<file path="src/rtl/e1ccr_consts.svh">
// register indices, field positions, reset values and counts of e1ccr
`ifndef E1CCR_CONSTS_SVH
`define E1CCR_CONSTS_SVH

// register indices; byte address is four times the index
`define E1CCR_IDX_CTRL3 8'h1B
`define E1CCR_IDX_CTRL4 8'h1C
`define E1CCR_IDX_ISTAT 8'h1D
`define E1CCR_IDX_ICLR 8'h1E
`define E1CCR_IDX_IEN 8'h1F
`define E1CCR_IDX_TXMON 8'h20

// common_control_three fields
`define E1CCR_TX_ESTORE_ENABLE 7
`define E1CCR_TX_BLOCK_FUNC_SELECT 6
`define E1CCR_TX_IDLE_FUNC_SELECT 5
`define E1CCR_ESTORES_RESET 4
`define E1CCR_RX_SIG_REINSERT_ENABLE 3
`define E1CCR_TX_HW_SIG_INSERT_ENABLE 2
`define E1CCR_TX_BACKPLANE_CLK_SELECT 1
`define E1CCR_CARRIER_LOSS_ALT_CRITERIA 0

// common_control_four fields
`define E1CCR_REMOTE_LOOP_ENABLE 7
`define E1CCR_LOCAL_LOOP_ENABLE 6
`define E1CCR_TX_CHAN_MONITOR_SEL_MSB 4
`define E1CCR_TX_CHAN_MONITOR_SEL_LSB 0

// interrupt status bits
`define E1CCR_EV_LOSS_SET 0
`define E1CCR_EV_LOSS_CLEAR 1
`define E1CCR_EV_RECENTER 2
`define E1CCR_EV_MONITOR 3

// reset values
`define E1CCR_RST_CTRL3 8'h00
`define E1CCR_RST_CTRL4 8'h00
`define E1CCR_RST_IEN 4'h0

// consecutive zero counts for carrier loss
`define E1CCR_LOSS_ZEROS 12'h0FF
`define E1CCR_LOSS_ZEROS_ALT 12'h800

// axi responses
`define E1CCR_RESP_OKAY 2'h0
`define E1CCR_RESP_SLVERR 2'h2

`endif

</file>
<file path="src/rtl/e1ccr_pkg.sv">
// types of the e1 common control register bank
`default_nettype none
package e1ccr_pkg;

    // whole state of the block, registered in one place
    typedef struct packed {
        logic [7:0] ctrl3;
        logic [7:0] ctrl4;
        logic [3:0] istat;
        logic [3:0] ien;
        logic [7:0] txmon;
        logic aw_held;
        logic [7:0] aw_idx;
        logic w_held;
        logic [7:0] wdata;
        logic wstb;
        logic bvalid;
        logic [1:0] bresp;
        logic rvalid;
        logic [31:0] rdata;
        logic [1:0] rresp;
        logic [2:0] pos_sync;
        logic [2:0] neg_sync;
        logic pos_f;
        logic neg_f;
        logic [11:0] zero_cnt;
        logic carrier_loss;
        logic reset_bit_prev;
        logic recenter;
        logic tx_pos;
        logic tx_neg;
        logic line_pos;
        logic line_neg;
        logic chan_block;
        logic idle_ins;
        logic loop_ins;
        logic sig_chan;
        logic tx_ser;
        logic irq;
    } e1ccr_state_t;

endpackage
`default_nettype wire

</file>
<file path="src/rtl/e1ccr_regs.sv">
// e1 common control registers with axi4-lite slave and simple datapath
//
// Operation
// RULE1: estore enable bit puts estore in path
// RULE2: block select: block output or signaling insert
// RULE3: idle select: idle code or per-channel loopback
// RULE4: reset bit falling recenters both elastic stores
// RULE5: host pulses estore reset, never left set
// RULE6: reinsert enable drives receive signaling reinsertion
// RULE7: hw insert takes signaling pin into transmit
// RULE8: host sets clock select per backplane rate
// RULE9: carrier loss after 255 or 2048 zeros
// RULE10: 5-bit select picks monitored transmit channel
// RULE11: remote loop returns receive rails to transmit
// RULE12: local loop feeds transmit data to receiver
//
// Design decision made here: the AXI4-Lite interface to the registers.
`timescale 1ns/1ps
`default_nettype none
`include "e1ccr_consts.svh"

module e1ccr_regs #(
    parameter int ADDR_W = 10
) (
    input wire logic aclk,
    input wire logic aresetn,
    input wire logic [ADDR_W-1:0] s_axi_awaddr,
    input wire logic s_axi_awvalid,
    output logic s_axi_awready,
    input wire logic [31:0] s_axi_wdata,
    input wire logic [3:0] s_axi_wstrb,
    input wire logic s_axi_wvalid,
    output logic s_axi_wready,
    output logic [1:0] s_axi_bresp,
    output logic s_axi_bvalid,
    input wire logic s_axi_bready,
    input wire logic [ADDR_W-1:0] s_axi_araddr,
    input wire logic s_axi_arvalid,
    output logic s_axi_arready,
    output logic [31:0] s_axi_rdata,
    output logic [1:0] s_axi_rresp,
    output logic s_axi_rvalid,
    input wire logic s_axi_rready,
    input wire logic rx_pos_rail_in,
    input wire logic rx_neg_rail_in,
    input wire logic fmt_pos_in,
    input wire logic fmt_neg_in,
    input wire logic rx_bit_stb,
    input wire logic tx_block_bit,
    input wire logic tx_idle_bit,
    input wire logic tx_serial_in,
    input wire logic tx_signaling_in,
    input wire logic tx_sig_slot,
    input wire logic tx_chan_stb,
    input wire logic [4:0] tx_chan_idx,
    input wire logic [7:0] tx_chan_data,
    output logic tx_pos_rail_out,
    output logic tx_neg_rail_out,
    output logic line_pos_out,
    output logic line_neg_out,
    output logic tx_estore_enable,
    output logic estores_reset,
    output logic estore_recenter,
    output logic rx_sig_reinsert_enable,
    output logic tx_backplane_clk_select,
    output logic tx_chan_block_out,
    output logic tx_sig_insert_chan,
    output logic tx_idle_code_insert,
    output logic tx_idle_loop_insert,
    output logic tx_serial_out,
    output logic carrier_loss,
    output logic [7:0] tx_monitor_data_reg,
    output logic irq
);

    // the register index sits in address bits [9:2]; a narrower bus
    // cannot reach every register, so elaboration stops here rather
    // than leaving a silently truncated decode
    if (ADDR_W < 10) begin : g_addr_check
        $error("e1ccr_regs: ADDR_W must be at least 10");
    end

    e1ccr_pkg::e1ccr_state_t s_reg;
    e1ccr_pkg::e1ccr_state_t s_next;

    logic [7:0] aw_idx;
    logic [7:0] ar_idx;
    logic do_write;
    logic lp;
    logic ln;
    logic [11:0] loss_limit;
    logic [3:0] ev;
    logic [3:0] clr;

    assign aw_idx = s_axi_awaddr[9:2];
    assign ar_idx = s_axi_araddr[9:2];

    // ------------------------------------------------------------
    // bus handshakes
    // ------------------------------------------------------------
    // one write at a time: address and data are held until answered
    assign s_axi_awready = !s_reg.aw_held && !s_reg.bvalid;
    assign s_axi_wready = !s_reg.w_held && !s_reg.bvalid;
    assign s_axi_arready = !s_reg.rvalid;
    assign do_write = s_reg.aw_held && s_reg.w_held && !s_reg.bvalid;

    // line data toward the receive framer and jitter attenuator
    // RULE12: local loop substitution
    assign lp = s_reg.ctrl4[`E1CCR_LOCAL_LOOP_ENABLE] ? fmt_pos_in
                                                      : s_reg.pos_f;
    assign ln = s_reg.ctrl4[`E1CCR_LOCAL_LOOP_ENABLE] ? fmt_neg_in
                                                      : s_reg.neg_f;

    // RULE9: zero count limit
    assign loss_limit = s_reg.ctrl3[`E1CCR_CARRIER_LOSS_ALT_CRITERIA]
                        ? `E1CCR_LOSS_ZEROS_ALT : `E1CCR_LOSS_ZEROS;

    // ------------------------------------------------------------
    // next state
    // ------------------------------------------------------------
    always_comb begin
        s_next = s_reg;
        ev = 4'h0;
        clr = 4'h0;

        // capture write address and data in either order
        if (s_axi_awvalid && s_axi_awready) begin
            s_next.aw_held = 1'b1;
            s_next.aw_idx = aw_idx;
        end
        if (s_axi_wvalid && s_axi_wready) begin
            s_next.w_held = 1'b1;
            s_next.wdata = s_axi_wdata[7:0];
            s_next.wstb = s_axi_wstrb[0];
        end
        if (s_reg.bvalid && s_axi_bready) begin
            s_next.bvalid = 1'b0;
        end

        // register write; only byte lane 0 carries data
        if (do_write) begin
            s_next.aw_held = 1'b0;
            s_next.w_held = 1'b0;
            s_next.bvalid = 1'b1;
            s_next.bresp = `E1CCR_RESP_OKAY;
            if (s_reg.aw_idx == `E1CCR_IDX_CTRL3) begin
                if (s_reg.wstb) begin
                    s_next.ctrl3 = s_reg.wdata;
                end
            end else if (s_reg.aw_idx == `E1CCR_IDX_CTRL4) begin
                if (s_reg.wstb) begin
                    s_next.ctrl4 = s_reg.wdata;
                end
            end else if (s_reg.aw_idx == `E1CCR_IDX_ICLR) begin
                if (s_reg.wstb) begin
                    clr = s_reg.wdata[3:0];
                end
            end else if (s_reg.aw_idx == `E1CCR_IDX_IEN) begin
                if (s_reg.wstb) begin
                    s_next.ien = s_reg.wdata[3:0];
                end
            end else if (s_reg.aw_idx == `E1CCR_IDX_ISTAT ||
                         s_reg.aw_idx == `E1CCR_IDX_TXMON) begin
                s_next.bresp = `E1CCR_RESP_OKAY; // read-only, ignored
            end else begin
                s_next.bresp = `E1CCR_RESP_SLVERR;
            end
        end

        // read answer one cycle after the address is taken
        if (s_reg.rvalid && s_axi_rready) begin
            s_next.rvalid = 1'b0;
        end
        if (s_axi_arvalid && s_axi_arready) begin
            s_next.rvalid = 1'b1;
            s_next.rdata = 32'h0000_0000;
            s_next.rresp = `E1CCR_RESP_OKAY;
            if (ar_idx == `E1CCR_IDX_CTRL3) begin
                s_next.rdata[7:0] = s_reg.ctrl3;
            end else if (ar_idx == `E1CCR_IDX_CTRL4) begin
                s_next.rdata[7:0] = s_reg.ctrl4;
            end else if (ar_idx == `E1CCR_IDX_ISTAT) begin
                s_next.rdata[3:0] = s_reg.istat;
            end else if (ar_idx == `E1CCR_IDX_ICLR) begin
                s_next.rdata[3:0] = 4'h0; // write-only
            end else if (ar_idx == `E1CCR_IDX_IEN) begin
                s_next.rdata[3:0] = s_reg.ien;
            end else if (ar_idx == `E1CCR_IDX_TXMON) begin
                s_next.rdata[7:0] = s_reg.txmon;
            end else begin
                s_next.rresp = `E1CCR_RESP_SLVERR;
            end
        end

        // pin synchronisers; a change counts once stages 2 and 3 agree
        s_next.pos_sync = {s_reg.pos_sync[1:0], rx_pos_rail_in};
        s_next.neg_sync = {s_reg.neg_sync[1:0], rx_neg_rail_in};
        if (s_reg.pos_sync[1] == s_reg.pos_sync[2]) begin
            s_next.pos_f = s_reg.pos_sync[2];
        end
        if (s_reg.neg_sync[1] == s_reg.neg_sync[2]) begin
            s_next.neg_f = s_reg.neg_sync[2];
        end

        // RULE11: remote loop rail selection
        s_next.tx_pos = s_reg.ctrl4[`E1CCR_REMOTE_LOOP_ENABLE]
                        ? s_reg.pos_f : fmt_pos_in;
        s_next.tx_neg = s_reg.ctrl4[`E1CCR_REMOTE_LOOP_ENABLE]
                        ? s_reg.neg_f : fmt_neg_in;
        // framer side keeps receiving in remote loop
        s_next.line_pos = lp;
        s_next.line_neg = ln;

        // RULE9: consecutive zero counter, saturating
        if (rx_bit_stb) begin
            if (lp || ln) begin
                s_next.zero_cnt = 12'h000;
                s_next.carrier_loss = 1'b0;
                ev[`E1CCR_EV_LOSS_CLEAR] = s_reg.carrier_loss;
            end else begin
                if (s_reg.zero_cnt != `E1CCR_LOSS_ZEROS_ALT) begin
                    s_next.zero_cnt = s_reg.zero_cnt + 12'h001;
                end
                if (s_next.zero_cnt >= loss_limit) begin
                    s_next.carrier_loss = 1'b1;
                    ev[`E1CCR_EV_LOSS_SET] = !s_reg.carrier_loss;
                end
            end
        end

        // RULE4: recenter on the falling edge of the reset bit
        s_next.reset_bit_prev = s_reg.ctrl3[`E1CCR_ESTORES_RESET];
        s_next.recenter = s_reg.reset_bit_prev &&
                          !s_reg.ctrl3[`E1CCR_ESTORES_RESET];
        ev[`E1CCR_EV_RECENTER] = s_reg.recenter;

        // RULE2: blocking registers steer block pin or insertion
        s_next.chan_block = tx_block_bit &&
                    !s_reg.ctrl3[`E1CCR_TX_BLOCK_FUNC_SELECT];
        s_next.sig_chan = tx_block_bit &&
                    s_reg.ctrl3[`E1CCR_TX_BLOCK_FUNC_SELECT];
        // RULE3: idle registers pick idle code or loopback
        s_next.idle_ins = tx_idle_bit &&
                    !s_reg.ctrl3[`E1CCR_TX_IDLE_FUNC_SELECT];
        s_next.loop_ins = tx_idle_bit &&
                    s_reg.ctrl3[`E1CCR_TX_IDLE_FUNC_SELECT];
        // RULE7: signaling pin replaces serial data in its slot
        s_next.tx_ser = (tx_sig_slot &&
                    s_reg.ctrl3[`E1CCR_TX_HW_SIG_INSERT_ENABLE])
                        ? tx_signaling_in : tx_serial_in;

        // RULE10: copy the selected channel into the monitor
        if (tx_chan_stb && tx_chan_idx == s_reg.ctrl4[4:0]) begin
            s_next.txmon = tx_chan_data;
            ev[`E1CCR_EV_MONITOR] = 1'b1;
        end

        // sticky status: a new event wins over a clear
        s_next.istat = (s_reg.istat & ~clr) | ev;
        s_next.irq = |(s_next.istat & s_next.ien);
    end

    // ------------------------------------------------------------
    // state register, synchronous reset
    // ------------------------------------------------------------
    always_ff @(posedge aclk) begin
        if (!aresetn) begin
            s_reg <= '0;
            s_reg.ctrl3 <= `E1CCR_RST_CTRL3;
            s_reg.ctrl4 <= `E1CCR_RST_CTRL4;
            s_reg.ien <= `E1CCR_RST_IEN;
        end else begin
            s_reg <= s_next;
        end
    end

    // outputs, all from flip-flops
    assign s_axi_bresp = s_reg.bresp;
    assign s_axi_bvalid = s_reg.bvalid;
    assign s_axi_rdata = s_reg.rdata;
    assign s_axi_rresp = s_reg.rresp;
    assign s_axi_rvalid = s_reg.rvalid;
    assign tx_pos_rail_out = s_reg.tx_pos;
    assign tx_neg_rail_out = s_reg.tx_neg;
    assign line_pos_out = s_reg.line_pos;
    assign line_neg_out = s_reg.line_neg;
    // RULE1: estore in path when enabled, bypassed otherwise
    assign tx_estore_enable = s_reg.ctrl3[`E1CCR_TX_ESTORE_ENABLE];
    // level held: stores stay in reset while the bit is high
    assign estores_reset = s_reg.ctrl3[`E1CCR_ESTORES_RESET];
    assign estore_recenter = s_reg.recenter;
    // RULE6: reinsertion follows its enable bit
    assign rx_sig_reinsert_enable =
        s_reg.ctrl3[`E1CCR_RX_SIG_REINSERT_ENABLE];
    assign tx_backplane_clk_select =
        s_reg.ctrl3[`E1CCR_TX_BACKPLANE_CLK_SELECT];
    assign tx_chan_block_out = s_reg.chan_block;
    assign tx_sig_insert_chan = s_reg.sig_chan;
    assign tx_idle_code_insert = s_reg.idle_ins;
    assign tx_idle_loop_insert = s_reg.loop_ins;
    assign tx_serial_out = s_reg.tx_ser;
    assign carrier_loss = s_reg.carrier_loss;
    assign tx_monitor_data_reg = s_reg.txmon;
    assign irq = s_reg.irq;

    // ------------------------------------------------------------
    // assertions
    // ------------------------------------------------------------
    a_estore_write: assert property ( // RULE1
        @(posedge aclk) disable iff (!aresetn)
        (do_write && s_reg.wstb && s_reg.aw_idx == `E1CCR_IDX_CTRL3)
        |=> tx_estore_enable == $past(s_reg.wdata[7]))
        else $error("estore enable does not follow write");

    a_block_gate: assert property ( // RULE2
        @(posedge aclk) disable iff (!aresetn)
        tx_block_bit ##1 1'b1 |-> (tx_chan_block_out ==
            !$past(s_reg.ctrl3[6])) && (tx_sig_insert_chan ==
            $past(s_reg.ctrl3[6])))
        else $error("blocking bit routed wrongly");

    a_idle_select: assert property ( // RULE3
        @(posedge aclk) disable iff (!aresetn)
        tx_idle_loop_insert |-> $past(tx_idle_bit) &&
            $past(s_reg.ctrl3[5]) && !tx_idle_code_insert)
        else $error("idle loopback without select");

    a_recenter_fall: assert property ( // RULE4
        @(posedge aclk) disable iff (!aresetn)
        $fell(s_reg.ctrl3[4]) |=> estore_recenter ##1 !estore_recenter)
        else $error("no single recenter pulse on reset fall");

    a_reinsert_write: assert property ( // RULE6
        @(posedge aclk) disable iff (!aresetn)
        (do_write && s_reg.wstb && s_reg.aw_idx == `E1CCR_IDX_CTRL3)
        |=> rx_sig_reinsert_enable == $past(s_reg.wdata[3]))
        else $error("reinsert enable does not follow write");

    a_hw_sig_ins: assert property ( // RULE7
        @(posedge aclk) disable iff (!aresetn)
        (tx_sig_slot && s_reg.ctrl3[2]) |=>
            tx_serial_out == $past(tx_signaling_in))
        else $error("signaling pin not inserted");

    a_loss_count: assert property ( // RULE9
        @(posedge aclk) disable iff (!aresetn)
        $rose(carrier_loss) |-> s_reg.zero_cnt >= 12'h0FF &&
            (!$past(s_reg.ctrl3[0]) || s_reg.zero_cnt == 12'h800))
        else $error("carrier loss before zero count reached");

    a_loss_clear: assert property ( // RULE9
        @(posedge aclk) disable iff (!aresetn)
        (rx_bit_stb && (lp || ln)) |=> !carrier_loss &&
            s_reg.zero_cnt == 12'h000)
        else $error("carrier loss not cleared by a mark");

    a_monitor_copy: assert property ( // RULE10
        @(posedge aclk) disable iff (!aresetn)
        (tx_chan_stb && tx_chan_idx == s_reg.ctrl4[4:0]) |=>
            tx_monitor_data_reg == $past(tx_chan_data))
        else $error("monitored channel not copied");

    a_remote_loop: assert property ( // RULE11
        @(posedge aclk) disable iff (!aresetn)
        s_reg.ctrl4[7] |=> tx_pos_rail_out == $past(s_reg.pos_f) &&
            tx_neg_rail_out == $past(s_reg.neg_f))
        else $error("remote loop rails not returned");

    a_local_loop: assert property ( // RULE12
        @(posedge aclk) disable iff (!aresetn)
        s_reg.ctrl4[6] |=> line_pos_out == $past(fmt_pos_in) &&
            line_neg_out == $past(fmt_neg_in))
        else $error("local loop data not substituted");

endmodule // e1ccr_regs
`default_nettype wire

</file>
<file path="config.mk">
export PLATFORM = sky130hd
export DESIGN_NAME = e1ccr_regs
export DESIGN_NICKNAME = d
export VERILOG_FILES = /design/src/rtl/e1ccr_pkg.sv /design/src/rtl/e1ccr_regs.sv
export VERILOG_INCLUDE_DIRS = /design/src /design/src/rtl
export SDC_FILE = /design/constraint.sdc
export NUM_CORES = 1
export LEC_CHECK = 0
export BUFFER_PORTS_ARGS = -buffer_cell sky130_fd_sc_hd__buf_4
export CORE_MARGIN = 5
export CORE_UTILIZATION = 56
export DETAILED_ROUTE_END_ITERATION = 10
export PLACE_DENSITY = 0.95
export SLEW_MARGIN = 20
export SYNTH_ARGS = -nofsm -noshare
export SYNTH_HDL_FRONTEND = slang
export SYNTH_SLANG_ARGS = --single-unit
</file>
<file path="constraint.sdc">
create_clock -name aclk -period 6.35 [get_ports aclk]
set_clock_uncertainty 0.1 [all_clocks]
set_input_delay 0.3175 -clock aclk [delete_from_list [all_inputs] [get_ports aclk]]
set_output_delay 0.3175 -clock aclk [all_outputs]
set_load 0.02 [all_outputs]
</file>
---- Word-level counts from Yosys, hierarchy flattened ----
Index checks and enable logic that the tools add are counted.
cells by class
  add/sub/neg operators ................... 1
  multipliers ............................. 0
  divide/modulo/power cells ............... 0
  order comparisons ....................... 1
  equal/unequal tests ..................... 16
  shift operators ......................... 0
  mux-type cells .......................... 51
  bitwise logic cells ..................... 6
  reductions and logical operators ........ 34
operators by type and width
  kind                                                 count
  equality test 8 x 5 -> 1 bit, second input constant  10
  two-way mux 4 bit                                    17
  two-way mux 12 bit                                   4
  two-way mux 35 bit                                   1
  two-way mux 2 bit                                    12
  two-way mux 8 bit                                    3
  equality test 8 x 6 -> 1 bit, second input constant  2
  logical AND 1 bit                                    16
  two-way mux 13 bit                                   1
  adder 12 x 1 -> 12 bit, second input constant        1
  >= comparator 12 bit                                 1
  two-way mux 1 bit                                    12
  inequality test 12 bit, second input constant        1
  bitwise AND 4 bit                                    2
  zero test 1 bit                                      8
  nonzero test 2 bit                                   3
  equality test 5 bit                                  1
  inverter 4 bit                                       1
  OR 4 bit                                             1
  AND reduction 4 bit                                  1
  OR reduction 4 bit                                   1
  two-way mux 3 bit                                    1
  AND reduction 3 bit                                  1
  equality test 1 bit                                  2
  4 further kinds                                      6
word-level totals
  register bits ........................... 98
  latch bits .............................. 0
  bits in writable memories ............... 0
  bits in read-only memories .............. 0
  input bits .............................. 87
  output and inout port bits .............. 65
  word-level logic and storage cells ...... 142
  memories kept ........................... 0

---- Logic depth before layout (Yosys ltp) ----
Gate-level depths: netlist of run 1.
  word-level depth ........................ 11
  mapped depth ............................ 12

---- Least setup slack after synthesis of run 1 ----
Ideal clock, no wire load.
  path kind ............................... reg2reg
  from .................................... register s_reg[13] (netlist bit)
  to ...................................... register s_reg, in the netlist irq
  setup time .............................. 0.134 ns
  data arrival time ....................... 2.446 ns
  required time ........................... 6.116 ns
  setup slack ............................. 3.670 ns
  cell stages (with the launch flop) ...... 12
  buffers on the path ..................... 0
  clock period less this slack ............ 2.680 ns
  path through ............................ dfxtp_1 inv_1 ha_1 nor4b_1 nand3_1 mux2_2 ha_1 a211o_1 a31oi_1 o2111ai_1 a211oi_2 o2111ai_1
on the way
  word-level cells in the longest chain between the ends .. 11
  elaborated cells between the ends (all ways) .. 12
  classes of those cells .................. add/sub (1); order compare (1); eq/ne (1); mux (6); bitwise (2); reduce/logical (1)
RTL lines
  item                                                              RTL line           RTL
  start: declaration                                                e1ccr_regs.sv:83   e1ccr_pkg::e1ccr_state_t s_reg;
  start signal: assignment                                          e1ccr_regs.sv:273  s_reg <= s_next;
  adder 12 x 1 -> 12 bit or inequality test 12 bit (tied branches)  --
  two-way mux 12 bit *                                              e1ccr_regs.sv:221  if (s_reg.zero_cnt != `E1CCR_LOSS_ZEROS_ALT) begin
  two-way mux 12 bit *                                              e1ccr_regs.sv:216  if (lp || ln) begin
  two-way mux 12 bit *                                              e1ccr_regs.sv:215  if (rx_bit_stb) begin
  >= comparator 12 bit *                                            e1ccr_regs.sv:224  if (s_next.zero_cnt >= loss_limit) begin
  two-way mux 1 bit *                                               e1ccr_regs.sv:224
  two-way mux 1 bit *                                               e1ccr_regs.sv:216
  two-way mux 2 bit *                                               e1ccr_regs.sv:215
  OR 4 bit *                                                        e1ccr_regs.sv:259  s_next.istat = (s_reg.istat & ~clr) | ev;
  bitwise AND 4 bit *                                               e1ccr_regs.sv:260  s_next.irq = |(s_next.istat & s_next.ien);
  OR reduction 4 bit *                                              e1ccr_regs.sv:260
Mark *: on every way between the ends. The rest lies on a longest branch, timed or not. The select of a mux whose other input is x is not followed.
A chain may end at the register's enable or synchronous reset.

---- Final worst setup path of run 1 ----
Same ends and word-level chain as after synthesis.

==> results of run 1 <==
[cell usage after synthesis, types with 3 or more instances]
library cell / number
o2bb2ai_1: 3
ha_1: 11
mux2i_1: 26
nor4_1: 4
a21boi_0: 41
o211ai_1: 4
nand3_1: 15
and3_1: 4
buf_4: 44
buf_6: 3
and2_1: 14
a221oi_1: 5
a21oi_1: 14
o21a_1: 6
xor2_1: 6
inv_1: 10
o2111ai_1: 3
clkbuf_1: 20
o21ai_0: 27
xnor2_1: 7
nor4b_1: 3
nor2_1: 28
nand2b_1: 4
dfxtp_1: 96
nor2b_1: 28
nor3_1: 5
nand2_1: 78
[per-layer routing]
metal  up-vias  GRT usage, %  share of wire, %
met3        42          3.98               6.4
met2       173          35.9                49
met1      1959          25.0                41
met5         -             0                 0
li1       2002             -                 -
met4         0          10.6               3.1
[power by group through the flow]
stage,sequential [mW],clock (mW),combinational (mW)
6_report,0.637,0.395,0.141
5_1_grt,0.640,0.421,0.154
4_1_cts,0.637,0.401,0.141
3_5_place_dp,0.651,0,0.140
3_3_place_gp,0.649,0,0.135
2_1_floorplan,0.648,0,0.103
[cell type report]
type / instances / area share [%]
Sequential cell: 96 / 34.4
Inverter: 10 / 0.671
Clock inverter: 6 / 1.10
Clock buffer: 10 / 2.46
Tap cell: 108 / 2.42
Timing Repair Buffer: 94 / 12.6
Multi-Input combinational cell: 411 / 46.4
[final timing paths]
check / end / slack (ns) / cells after the start
worst max-delay path: irq / 3.37 / 11
worst min-delay path: s_next[31] / 0.06 / 2
worst max register to register: irq / 3.37 / 11
worst min register to register: estore_recenter / 0.32 / 2
[kinds of logic (layout without fill, tap and decap cells)]
family,after synthesis,in the layout,share of synthesized area (%)
simple gates,212,212,22.8
compound gates,120,120,16.7
flops,96,96,39.0
buf+inv,81,120,10.3
mux,29,29,6.04
xor+xnor,13,13,2.31
fa+ha+maj,11,11,2.79
other cells,1,26,0.0761
[worst max-delay path, stage by stage (launching register included)]
cell and delay (ns):
dfxtp_1 0.50, inv_1 0.11, ha_1 0.21, nor4b_1 0.14, nand3_1 0.22, mux2_2 0.39
ha_1 0.19, a211o_1 0.29, a31oi_1 0.15, o2111ai_1 0.15, a211oi_2 0.28, o2111ai_1 0.14
[through the flow]
step | power (mW) | utilization (%)
floorplan | 0.751 | -
global placement | 0.784 | 62.5
detailed placement | 0.791 | 62.5
CTS | 1.18 | 64.8
global route | 1.22 | 64.8
finish | 1.17 | 64.8
==> results.md, run 1 <==
* ANT nets after route at 0
* RSZ-0062 raised after global routing: false
* Drt drc at 0
* Syn Area/Cell at 8.75 um2
* CTS resizes at 0
* Post CTS Setup Buffer Count at 0
* Worst Path Arrival at 3.11 ns
* Ant. Diodes at 0
* Die Wd at 104 um
* First-pass DRT Iterations at 5
* Clock transition at path regs at 0.10 ns
* Number of synthesized flops with an enable pin at 0
* R2r startpoint: s_reg[13]
* Synth Register Bits at 96
* HP Start: rx_pos_rail_in
* Synth area leaders: dfxtp_1, buf_4, a21boi_0, nand2_1, mux2i_1
* Slew Limit Fails at 0
* Dpl hpwl at 8610 um
* Crit. Startpoint: s_reg[13]
* Syn-to-layout area delta at 13.5%
* Commonest non-fill, non-tap cells in the layout: dfxtp_1, buf_4, nand2_1
* Register area at 1920 um2
* Critical Path Source Type: flip-flop
* CTS tree: yes
* Cell count after synthesis at 563
* Most common flop cell mapped by yosys: dfxtp_1
* Sequential share of the synthesized area at 39.0%
* Synthesized area at 4930 um2
* CP required at 6.48 ns
* Commonest non-fill, non-tap cell in the layout: dfxtp_1
* F_max at 335 MHz
* H-tree Lvls at 3
* Routed wire length at 11900 um
* Share of cells above drive strength 1 at 20.3%
* Int Power at 0.845 mW
* CTS Root Cell: clkbuf_8
* Global-route usage over all layers at 21.0%
* Clk pwr share at 33.6%
* Initial core utilization at 57.1%
* Maximum clock insertion buffer count at 2
* Number of synthesis warnings at 0
* Critical Path Sink Type: flip-flop
* Final hold slack at 0.0649 ns
* Pre-CTS setup slack at 3.37 ns
* GR Overflow Total at 0
* Finished Cell Area at 5590 um2
* Final nets at 720
* First-pass GRT wire length at 19200 um
* Largest register FFs at 56
* Sum Neg Setup Slack at 0 ns
* Gpl congestion at 0.852
* Max Cap Viol at 0
* Ys async rst share at 0%
* Worst Hold Class: input pin to flip-flop
* Via density per instance at 5.68
* Fin. Hold Viols at 0
* Port buffer count at 94
* Hold buffer count at cts at 0
* Sw Share at 28.0%
* Clock Latency Late Sink at 0.36 ns
* Setup Viol. Count Final at 0
* Drt first-iter violations at 264
* Ports at 152
* Status: completed
* Die Ht at 104 um
* Initial antenna violation count at 0
* Area share of the largest cell type after synthesis at 39.0%
* P_leak at 2.34 nW
* Drt wl/cell at 16.1 um
* Row cnt at 34
* Die area at 10800 um2
* Area of the multi-input gates at 2590 um2
* Final setup margin at 3.37 ns
* Fin crit share at 47.0%
* CTS buffer count at 9
* Slew headroom at 46.7%
* Largest net degree at the start of global routing at 100
* Placed Cells incl. Taps at 719
* Sink Count at 96
* Area leader, netlist: dfxtp_1
* Vias in the first global route at 4201
* Routed vias at 4176
* Worst Max-Slew Pin Slew at 0.799 ns
* Core area at 8640 um2
* Period minus WS final at 2.98 ns
* Post-place instance area at 5390 um2
* Kind of critical path: flip-flop to flip-flop
* Non-Filler Instances at 735
* Crit-path max FO at 8
* Synth cell types at 69
* Seq pwr share at 54.3%
* PD cells at 210 nW/um2
* Combinational Power Share at 12.0%
* Switching pwr at 0.329 mW
* Fillers at 661
* Worst vdd ir at 0.000124 V
No activity file was read; power rests on OpenSTA's default activity.
==> inputs of run 2 (changes only) <==
--- a/config.mk
+++ b/config.mk
@@ -8,9 +8,9 @@
 export LEC_CHECK = 0
 export BUFFER_PORTS_ARGS = -buffer_cell sky130_fd_sc_hd__buf_4
 export CORE_MARGIN = 5
-export CORE_UTILIZATION = 56
+export CORE_UTILIZATION = 52
 export DETAILED_ROUTE_END_ITERATION = 10
-export PLACE_DENSITY = 0.95
+export PLACE_DENSITY = 0.9
 export SLEW_MARGIN = 20
 export SYNTH_ARGS = -nofsm -noshare
 export SYNTH_HDL_FRONTEND = slang
==> constraint.sdc (replaced) <==
create_clock -name aclk -period 2.9 [get_ports aclk]
set_clock_uncertainty 0.1 [all_clocks]
set_input_delay 0.145 -clock aclk [delete_from_list [all_inputs] [get_ports aclk]]
set_output_delay 0.145 -clock aclk [all_outputs]
set_load 0.02 [all_outputs]
==> run 2 against run 1 <==
Power increased by 130%. Hold slack worse by 0.047 ns. Die area is 6.9% higher. Wire length increased by 6.7%. Critical path depth increased by 1. Via count up 5.1%. Global-route usage is 0.81 points higher. Highest routed layer unchanged.
==> results.md, run 2 (same netlist as run 1, synthesis figures left out) <==
* Status: completed (unchanged)
* CTS tree: yes (unchanged)
* WP buf/inv at 2 (was 1)
* Largest net degree at the start of global routing at 100 (unchanged)
* GR Overflow Total at 0 (unchanged)
* Vias in the first global route at 4270 (was 4201)
* Clock transition at path regs at 0.10 ns (about the same)
* Core area at 9240 um2 (was 8640 um2)
* Gpl congestion at 0.843 (was 0.852)
* Met3 wire length at 894 um (was 762 um)
* Non-Filler Instances at 800 (was 735)
* Clock Latency Late Sink at 0.38 ns (was 0.36 ns)
* Routed vias at 4389 (was 4176)
* Max Cap Viol at 0 (unchanged)
* Sum Neg Setup Slack at 0 ns (unchanged)
* Placed Cells incl. Taps at 744 (was 719)
* Row cnt at 35 (was 34)
* Fillers at 655 (was 661)
* CP max-delay cell: dfxtp_4 (was dfxtp_1)
* Via density per instance at 5.49 (was 5.68)
* H-tree Lvls at 3 (unchanged)
* WL met2 at 6350 um (was 5840 um)
* Register area at 1930 um2 (was 1920 um2)
* Area of the multi-input gates at 2640 um2 (was 2590 um2)
* Ports at 152 (unchanged)
* Slew Limit Fails at 0 (unchanged)
* CP required at 3.04 ns (was 6.48 ns)
* Worst vdd ir at 0.000344 V (was 0.000124 V)
* Worst Max-Slew Pin Slew at 0.784 ns (was 0.799 ns)
* Commonest non-fill, non-tap cell in the layout: buf_4 (was dfxtp_1)
* Total power at 2.65 mW (was 1.17 mW)
* Commonest non-fill, non-tap cells in the layout: buf_4, dfxtp_1, nand2_1 (was dfxtp_1, buf_4, nand2_1)
* Critical Path Sink Type: flip-flop (unchanged)
* Slew headroom at 47.7% (was 46.7%)
* Routed wire length at 12600 um (was 11900 um)
* Global-route usage over all layers at 21.8% (was 21.0%)
* Worst Path Arrival at 2.97 ns (was 3.11 ns)
* Setup Viol. Count Final at 0 (unchanged)
* Pre-CTS setup slack at 0.132 ns (was 3.37 ns)
* PD cells at 435 nW/um2 (was 210 nW/um2)
* CTS buffer count at 9 (unchanged)
* Top layer reached by signal wires: met4 (unchanged)
* Initial antenna violation count at 0 (unchanged)
* HP Start: rx_bit_stb (was rx_pos_rail_in)
* Die Wd at 107 um (was 104 um)
* Drt first-iter violations at 289 (was 264)
* Metal-1 WL at 5010 um (was 4880 um)
* Largest register FFs at 56 (unchanged)
* ANT nets after route at 0 (unchanged)
* Share of cells above drive strength 1 at 21.3% (was 20.3%)
* Die Ht at 107 um (was 104 um)
* Syn-to-layout area delta at 23.8% (was 13.5%)
* Final hold slack at 0.0182 ns (was 0.0649 ns)
* Final setup margin at 0.0702 ns (was 3.37 ns)
* Final nets at 764 (was 720)
* Fin crit share at 97.6% (was 47.0%)
* First-pass GRT wire length at 20400 um (was 19200 um)
* Fin. Hold Viols at 0 (unchanged)
* Sink Count at 96 (unchanged)
* Worst-path cell chain: inv_1 > ha_1 > nor4b_4 > nand3_2 > a21oi_2 > inv_1 > ha_1 > a211o_1 > a31oi_1 > o2111ai_2 > a211oi_2 > o2111ai_1 (was inv_1 > ha_1 > nor4b_1 > nand3_1 > mux2_2 > ha_1 > a211o_1 > a31oi_1 > o2111ai_1 > a211oi_2 > o2111ai_1)
* Critical Path Source Type: flip-flop (unchanged)
* First-pass DRT Iterations at 6 (was 5)
* Dpl hpwl at 8440 um (was 8610 um)
* Period minus WS final at 2.83 ns (was 2.98 ns)
* Crit-path max FO at 3 (was 8)
* F_max at 353 MHz (was 335 MHz)
* Maximum clock insertion buffer count at 2 (unchanged)
* R2r startpoint: s_reg[14] (was s_reg[13])
* Kind of critical path: flip-flop to flip-flop (unchanged)
* Top Family by Delay on Critical Path: compound AO/OA/AOI/OAI gates (unchanged)
* Ant. Diodes at 0 (unchanged)
* Drt wl/cell at 15.8 um (was 16.1 um)
* Worst path max stage delay at 0.35 ns (was 0.50 ns)
* Worst Hold Class: input pin to flip-flop (unchanged)
* CTS Root Cell: clkbuf_8 (unchanged)
* Port buffer count at 94 (unchanged)
* P_leak at 2.56 nW (was 2.34 nW)
* Crit. Startpoint: s_reg[14] (was s_reg[13])
* Die area at 11500 um2 (was 10800 um2)
* Initial core utilization at 53.3% (was 57.1%)
* Drt drc at 0 (unchanged)
-- run 2: path summary, 6_finish.rpt --
check,end,slack [ns],cells past startpoint
max,irq,0.07,12
min,carrier_loss,0.02,2
max reg2reg,irq,0.07,12
min reg2reg,s_next[32],0.33,1
-- run 2: repair_timing --
item / CTS / global route
endpoints found under the hold margin: 38 / 0
endpoints found under the setup margin: 0 / 3
resized for setup: 0 / 11
setup buffers: 0 / 3
hold buffers: 37 / 0
-- run 2: power breakdown --
part	switching, mW	leakage (nW)	internal [mW]
Combinational	0.191	1.67	0.174
Clock	0.549	0.104	0.346
Sequential	0.0337	0.783	1.36
-- run 2: routing by layer --
metal,global-route usage (%),vias up
met4,9.29,0
met2,37.9,223
met5,0,-
li1,-,2083
met3,4.26,48
met1,26.1,2035
-- run 2: worst register-to-register path, delay by kind of cell (launching register included) --
kind | cells | cell delay [ns]
compound gates | 6 | 1.34
fa+ha+maj | 2 | 0.44
flops | 1 | 0.35
simple gates | 2 | 0.34
buf+inv | 2 | 0.12
-- run 2: final cells by class --
type	count	area share (%)
Clock inverter	7	1.33
Clock buffer	9	2.03
Multi-Input combinational cell	411	43.3
Timing Repair Buffer	138	18.5
Inverter	10	0.616
Sequential cell	96	31.6
Tap cell	129	2.65
-- run 2: per-stage QoR --
stage | util, % | cell area (um2)
5_1_grt | 66.0 | 6100
3_5_place_dp | 59.0 | 5450
4_1_cts | 65.2 | 6030
6_report | 66.0 | 6100
2_1_floorplan | - | 5020
3_3_place_gp | 59.0 | 5450
==> inputs of run 3 (changes only) <==
--- a/config.mk
+++ b/config.mk
@@ -10,7 +10,7 @@
 export CORE_MARGIN = 5
 export CORE_UTILIZATION = 52
 export DETAILED_ROUTE_END_ITERATION = 10
-export PLACE_DENSITY = 0.9
+export PLACE_DENSITY = 0.91
 export SLEW_MARGIN = 20
 export SYNTH_ARGS = -nofsm -noshare
 export SYNTH_HDL_FRONTEND = slang
==> run 3 against run 2 <==
The flow now finishes with violations (negative hold slack). Critical endpoint unchanged. Flip-flop and latch count unchanged. Clock power about the same. Clock-buffer cell count up 2. Global-route usage up 0.58 points. Largest power group unchanged. Hold slack worse by 0.023 ns. Final area down 1.1%. Via count down 0.55%. Die area unchanged. Combinational power down 1%.
==> results.md, run 3 (same netlist as run 1, synthesis figures left out) <==
* PD cells at 439 nW/um2 (was 435 nW/um2)
* Critical Path Source Type: flip-flop (unchanged)
* RSZ-0062 raised after global routing: false
* Crit-path max FO at 7 (was 3)
* Worst-path cell chain: inv_1 > ha_1 > nor4b_2 > nand3_1 > mux2_2 > ha_1 > a211o_1 > a31oi_1 > o2111ai_1 > a211oi_2 > o2111ai_1 (was inv_1 > ha_1 > nor4b_4 > nand3_2 > a21oi_2 > inv_1 > ha_1 > a211o_1 > a31oi_1 > o2111ai_2 > a211oi_2 > o2111ai_1)
* Placed Cells incl. Taps at 744 (unchanged)
* Worst Max-Slew Pin Slew at 0.790 ns (was 0.784 ns)
* Total power at 2.65 mW (about the same)
* Via density per instance at 5.48 (was 5.49)
* Worst Path Arrival at 2.90 ns (was 2.97 ns)
* Ant. Diodes at 0 (unchanged)
* GR Overflow Total at 0 (unchanged)
* First-pass DRT Iterations at 5 (was 6)
* Clock transition at path regs at 0.10 ns (about the same)
* Die Wd at 107 um (unchanged)
* Global-route usage over all layers at 22.4% (was 21.8%)
* Reg-to-reg endpoint: irq (unchanged)
* Worst Hold Depth at 3 (was 2)
* CP required at 3.05 ns (was 3.04 ns)
* Row cnt at 35 (unchanged)
* Ports at 152 (unchanged)
* Commonest non-fill, non-tap cell in the layout: buf_4 (unchanged)
* HP Start: tx_chan_data[2] (was rx_bit_stb)
* CP max-delay cell: dfxtp_2 (was dfxtp_4)
* Share of cells above drive strength 1 at 20.1% (was 21.3%)
* Vias in the first global route at 4346 (was 4270)
* Initial core utilization at 53.3% (unchanged)
* R2R setup slack at 0.15 ns (was 0.07 ns)
* Slew Limit Fails at 0 (unchanged)
* R2r startpoint: s_reg[14] (unchanged)
* Kind of critical path: flip-flop to flip-flop (unchanged)
* Setup Viol. Count Final at 0 (unchanged)
* Sink Count at 96 (unchanged)
* Worst path max stage delay at 0.40 ns (was 0.35 ns)
* Finished Cell Area at 6030 um2 (was 6100 um2)
* Die Ht at 107 um (unchanged)
* CTS Root Cell: clkbuf_8 (unchanged)
* Sum Neg Setup Slack at 0 ns (unchanged)
* CTS tree: yes (unchanged)
* Commonest non-fill, non-tap cells in the layout: buf_4, dfxtp_1, nand2_1 (unchanged)
* Fin crit share at 94.8% (was 97.6%)
* Drt drc at 0 (unchanged)
* Final hold slack at -0.00514 ns (was 0.0182 ns)
* Failing checks: negative hold slack
* Gpl congestion at 0.828 (was 0.843)
* Post-layout util at 65.2% (was 66.0%)
* Period minus WS final at 2.75 ns (was 2.83 ns)
* WP buf/inv at 1 (was 2)
* Reg2Reg Depth at 11 (was 12)
* Worst vdd ir at 0.000416 V (was 0.000344 V)
* CTS buffer count at 9 (unchanged)
* Core area at 9240 um2 (unchanged)
* F_max at 364 MHz (was 353 MHz)
* Critical Path Sink Type: flip-flop (unchanged)
* Fin. Hold Viols at 1 (was 0)
* Largest net degree at the start of global routing at 100 (unchanged)
* Routed vias at 4365 (was 4389)
* Routed wire length at 12900 um (was 12600 um)
* Max Cap Viol at 0 (unchanged)
* Non-Filler Instances at 796 (was 800)
* Port buffer count at 94 (unchanged)
* Status: finished with violations (was completed)
* Syn-to-layout area delta at 22.3% (was 23.8%)
* Top Family by Delay on Critical Path: compound AO/OA/AOI/OAI gates (unchanged)
* Drt wl/cell at 16.2 um (was 15.8 um)
* Final nets at 760 (was 764)
* H-tree Lvls at 3 (unchanged)
* First-pass GRT wire length at 20800 um (was 20400 um)
* Die area at 11500 um2 (unchanged)
* Drt first-iter violations at 344 (was 289)
* Maximum clock insertion buffer count at 2 (unchanged)
* P_leak at 2.52 nW (was 2.56 nW)
* Initial antenna violation count at 0 (unchanged)
* Worst Hold Endpoint: tx_monitor_data_reg[2] (was carrier_loss)
* Dpl hpwl at 8530 um (was 8440 um)
* Largest register FFs at 56 (unchanged)
* Slew headroom at 47.3% (was 47.7%)
* Post-place instance area at 5450 um2 (unchanged)
* Clock Latency Late Sink at 0.38 ns (about the same)
* Worst Hold Class: input pin to flip-flop (unchanged)
* ANT nets after route at 0 (unchanged)
## run 3: final cells by class
class                      instances  area [um2]
inverter                          10        37.5
timing repair buffer             134        1100
multi-input combinational        411        2610
fill                             712        3210
clock buffer                      11         131
tap                              129         161
sequential                        96        1920
clock inverter                     5        66.3
## run 3: routing by layer
layer	vias to the layer above	global-route usage [%]	share of wire, %
met4	0	9.74	3.7
met2	197	39.2	50
met5	-	0	0
met3	51	4.20	6.6
li1	2078	-	-
met1	2039	26.6	40
## run 3: what timing repair did
item                                   CTS  global route
endpoints found under the hold margin   37             0
resized for setup                        0             5
hold buffers                            36             0
setup buffers                            0             0
setup endpoints to repair                0             3
## run 3: worst register-to-register path, stage by stage (launching register included)
cell	delay, ns
dfxtp_2	0.40
inv_1	0.07
ha_1	0.17
nor4b_2	0.15
nand3_1	0.15
mux2_2	0.37
ha_1	0.19
a211o_1	0.30
a31oi_1	0.15
o2111ai_1	0.17
a211oi_2	0.26
o2111ai_1	0.14
## run 3: worst max-delay path by stage
stage	end	from	depth (start not counted)	slack, ns
2_1_floorplan	irq	s_reg[13]	11	0.22
3_3_place_gp	irq	s_reg[14]	12	0.21
3_5_place_dp	irq	s_reg[14]	12	0.08
4_1_cts	irq	s_reg[14]	12	0.07
5_1_grt	irq	s_reg[15]	9	0.02
6_report	irq	s_reg[14]	11	0.15
## run 3: report_power, final
part / internal [mW] / leakage, nW / switching, mW
logic: 0.168 / 1.64 / 0.192
registers: 1.36 / 0.782 / 0.0350
clock network: 0.409 / 0.0956 / 0.485
## run 3: metrics by stage
step                      hold WS, ns  setup slack, ns
after global placement          0.259            0.206
after global routing           0.0329           0.0228
after detailed placement        0.268           0.0794
after CTS                    0.000447           0.0698
after floorplan                 0.159            0.220
final                        -0.00514            0.150
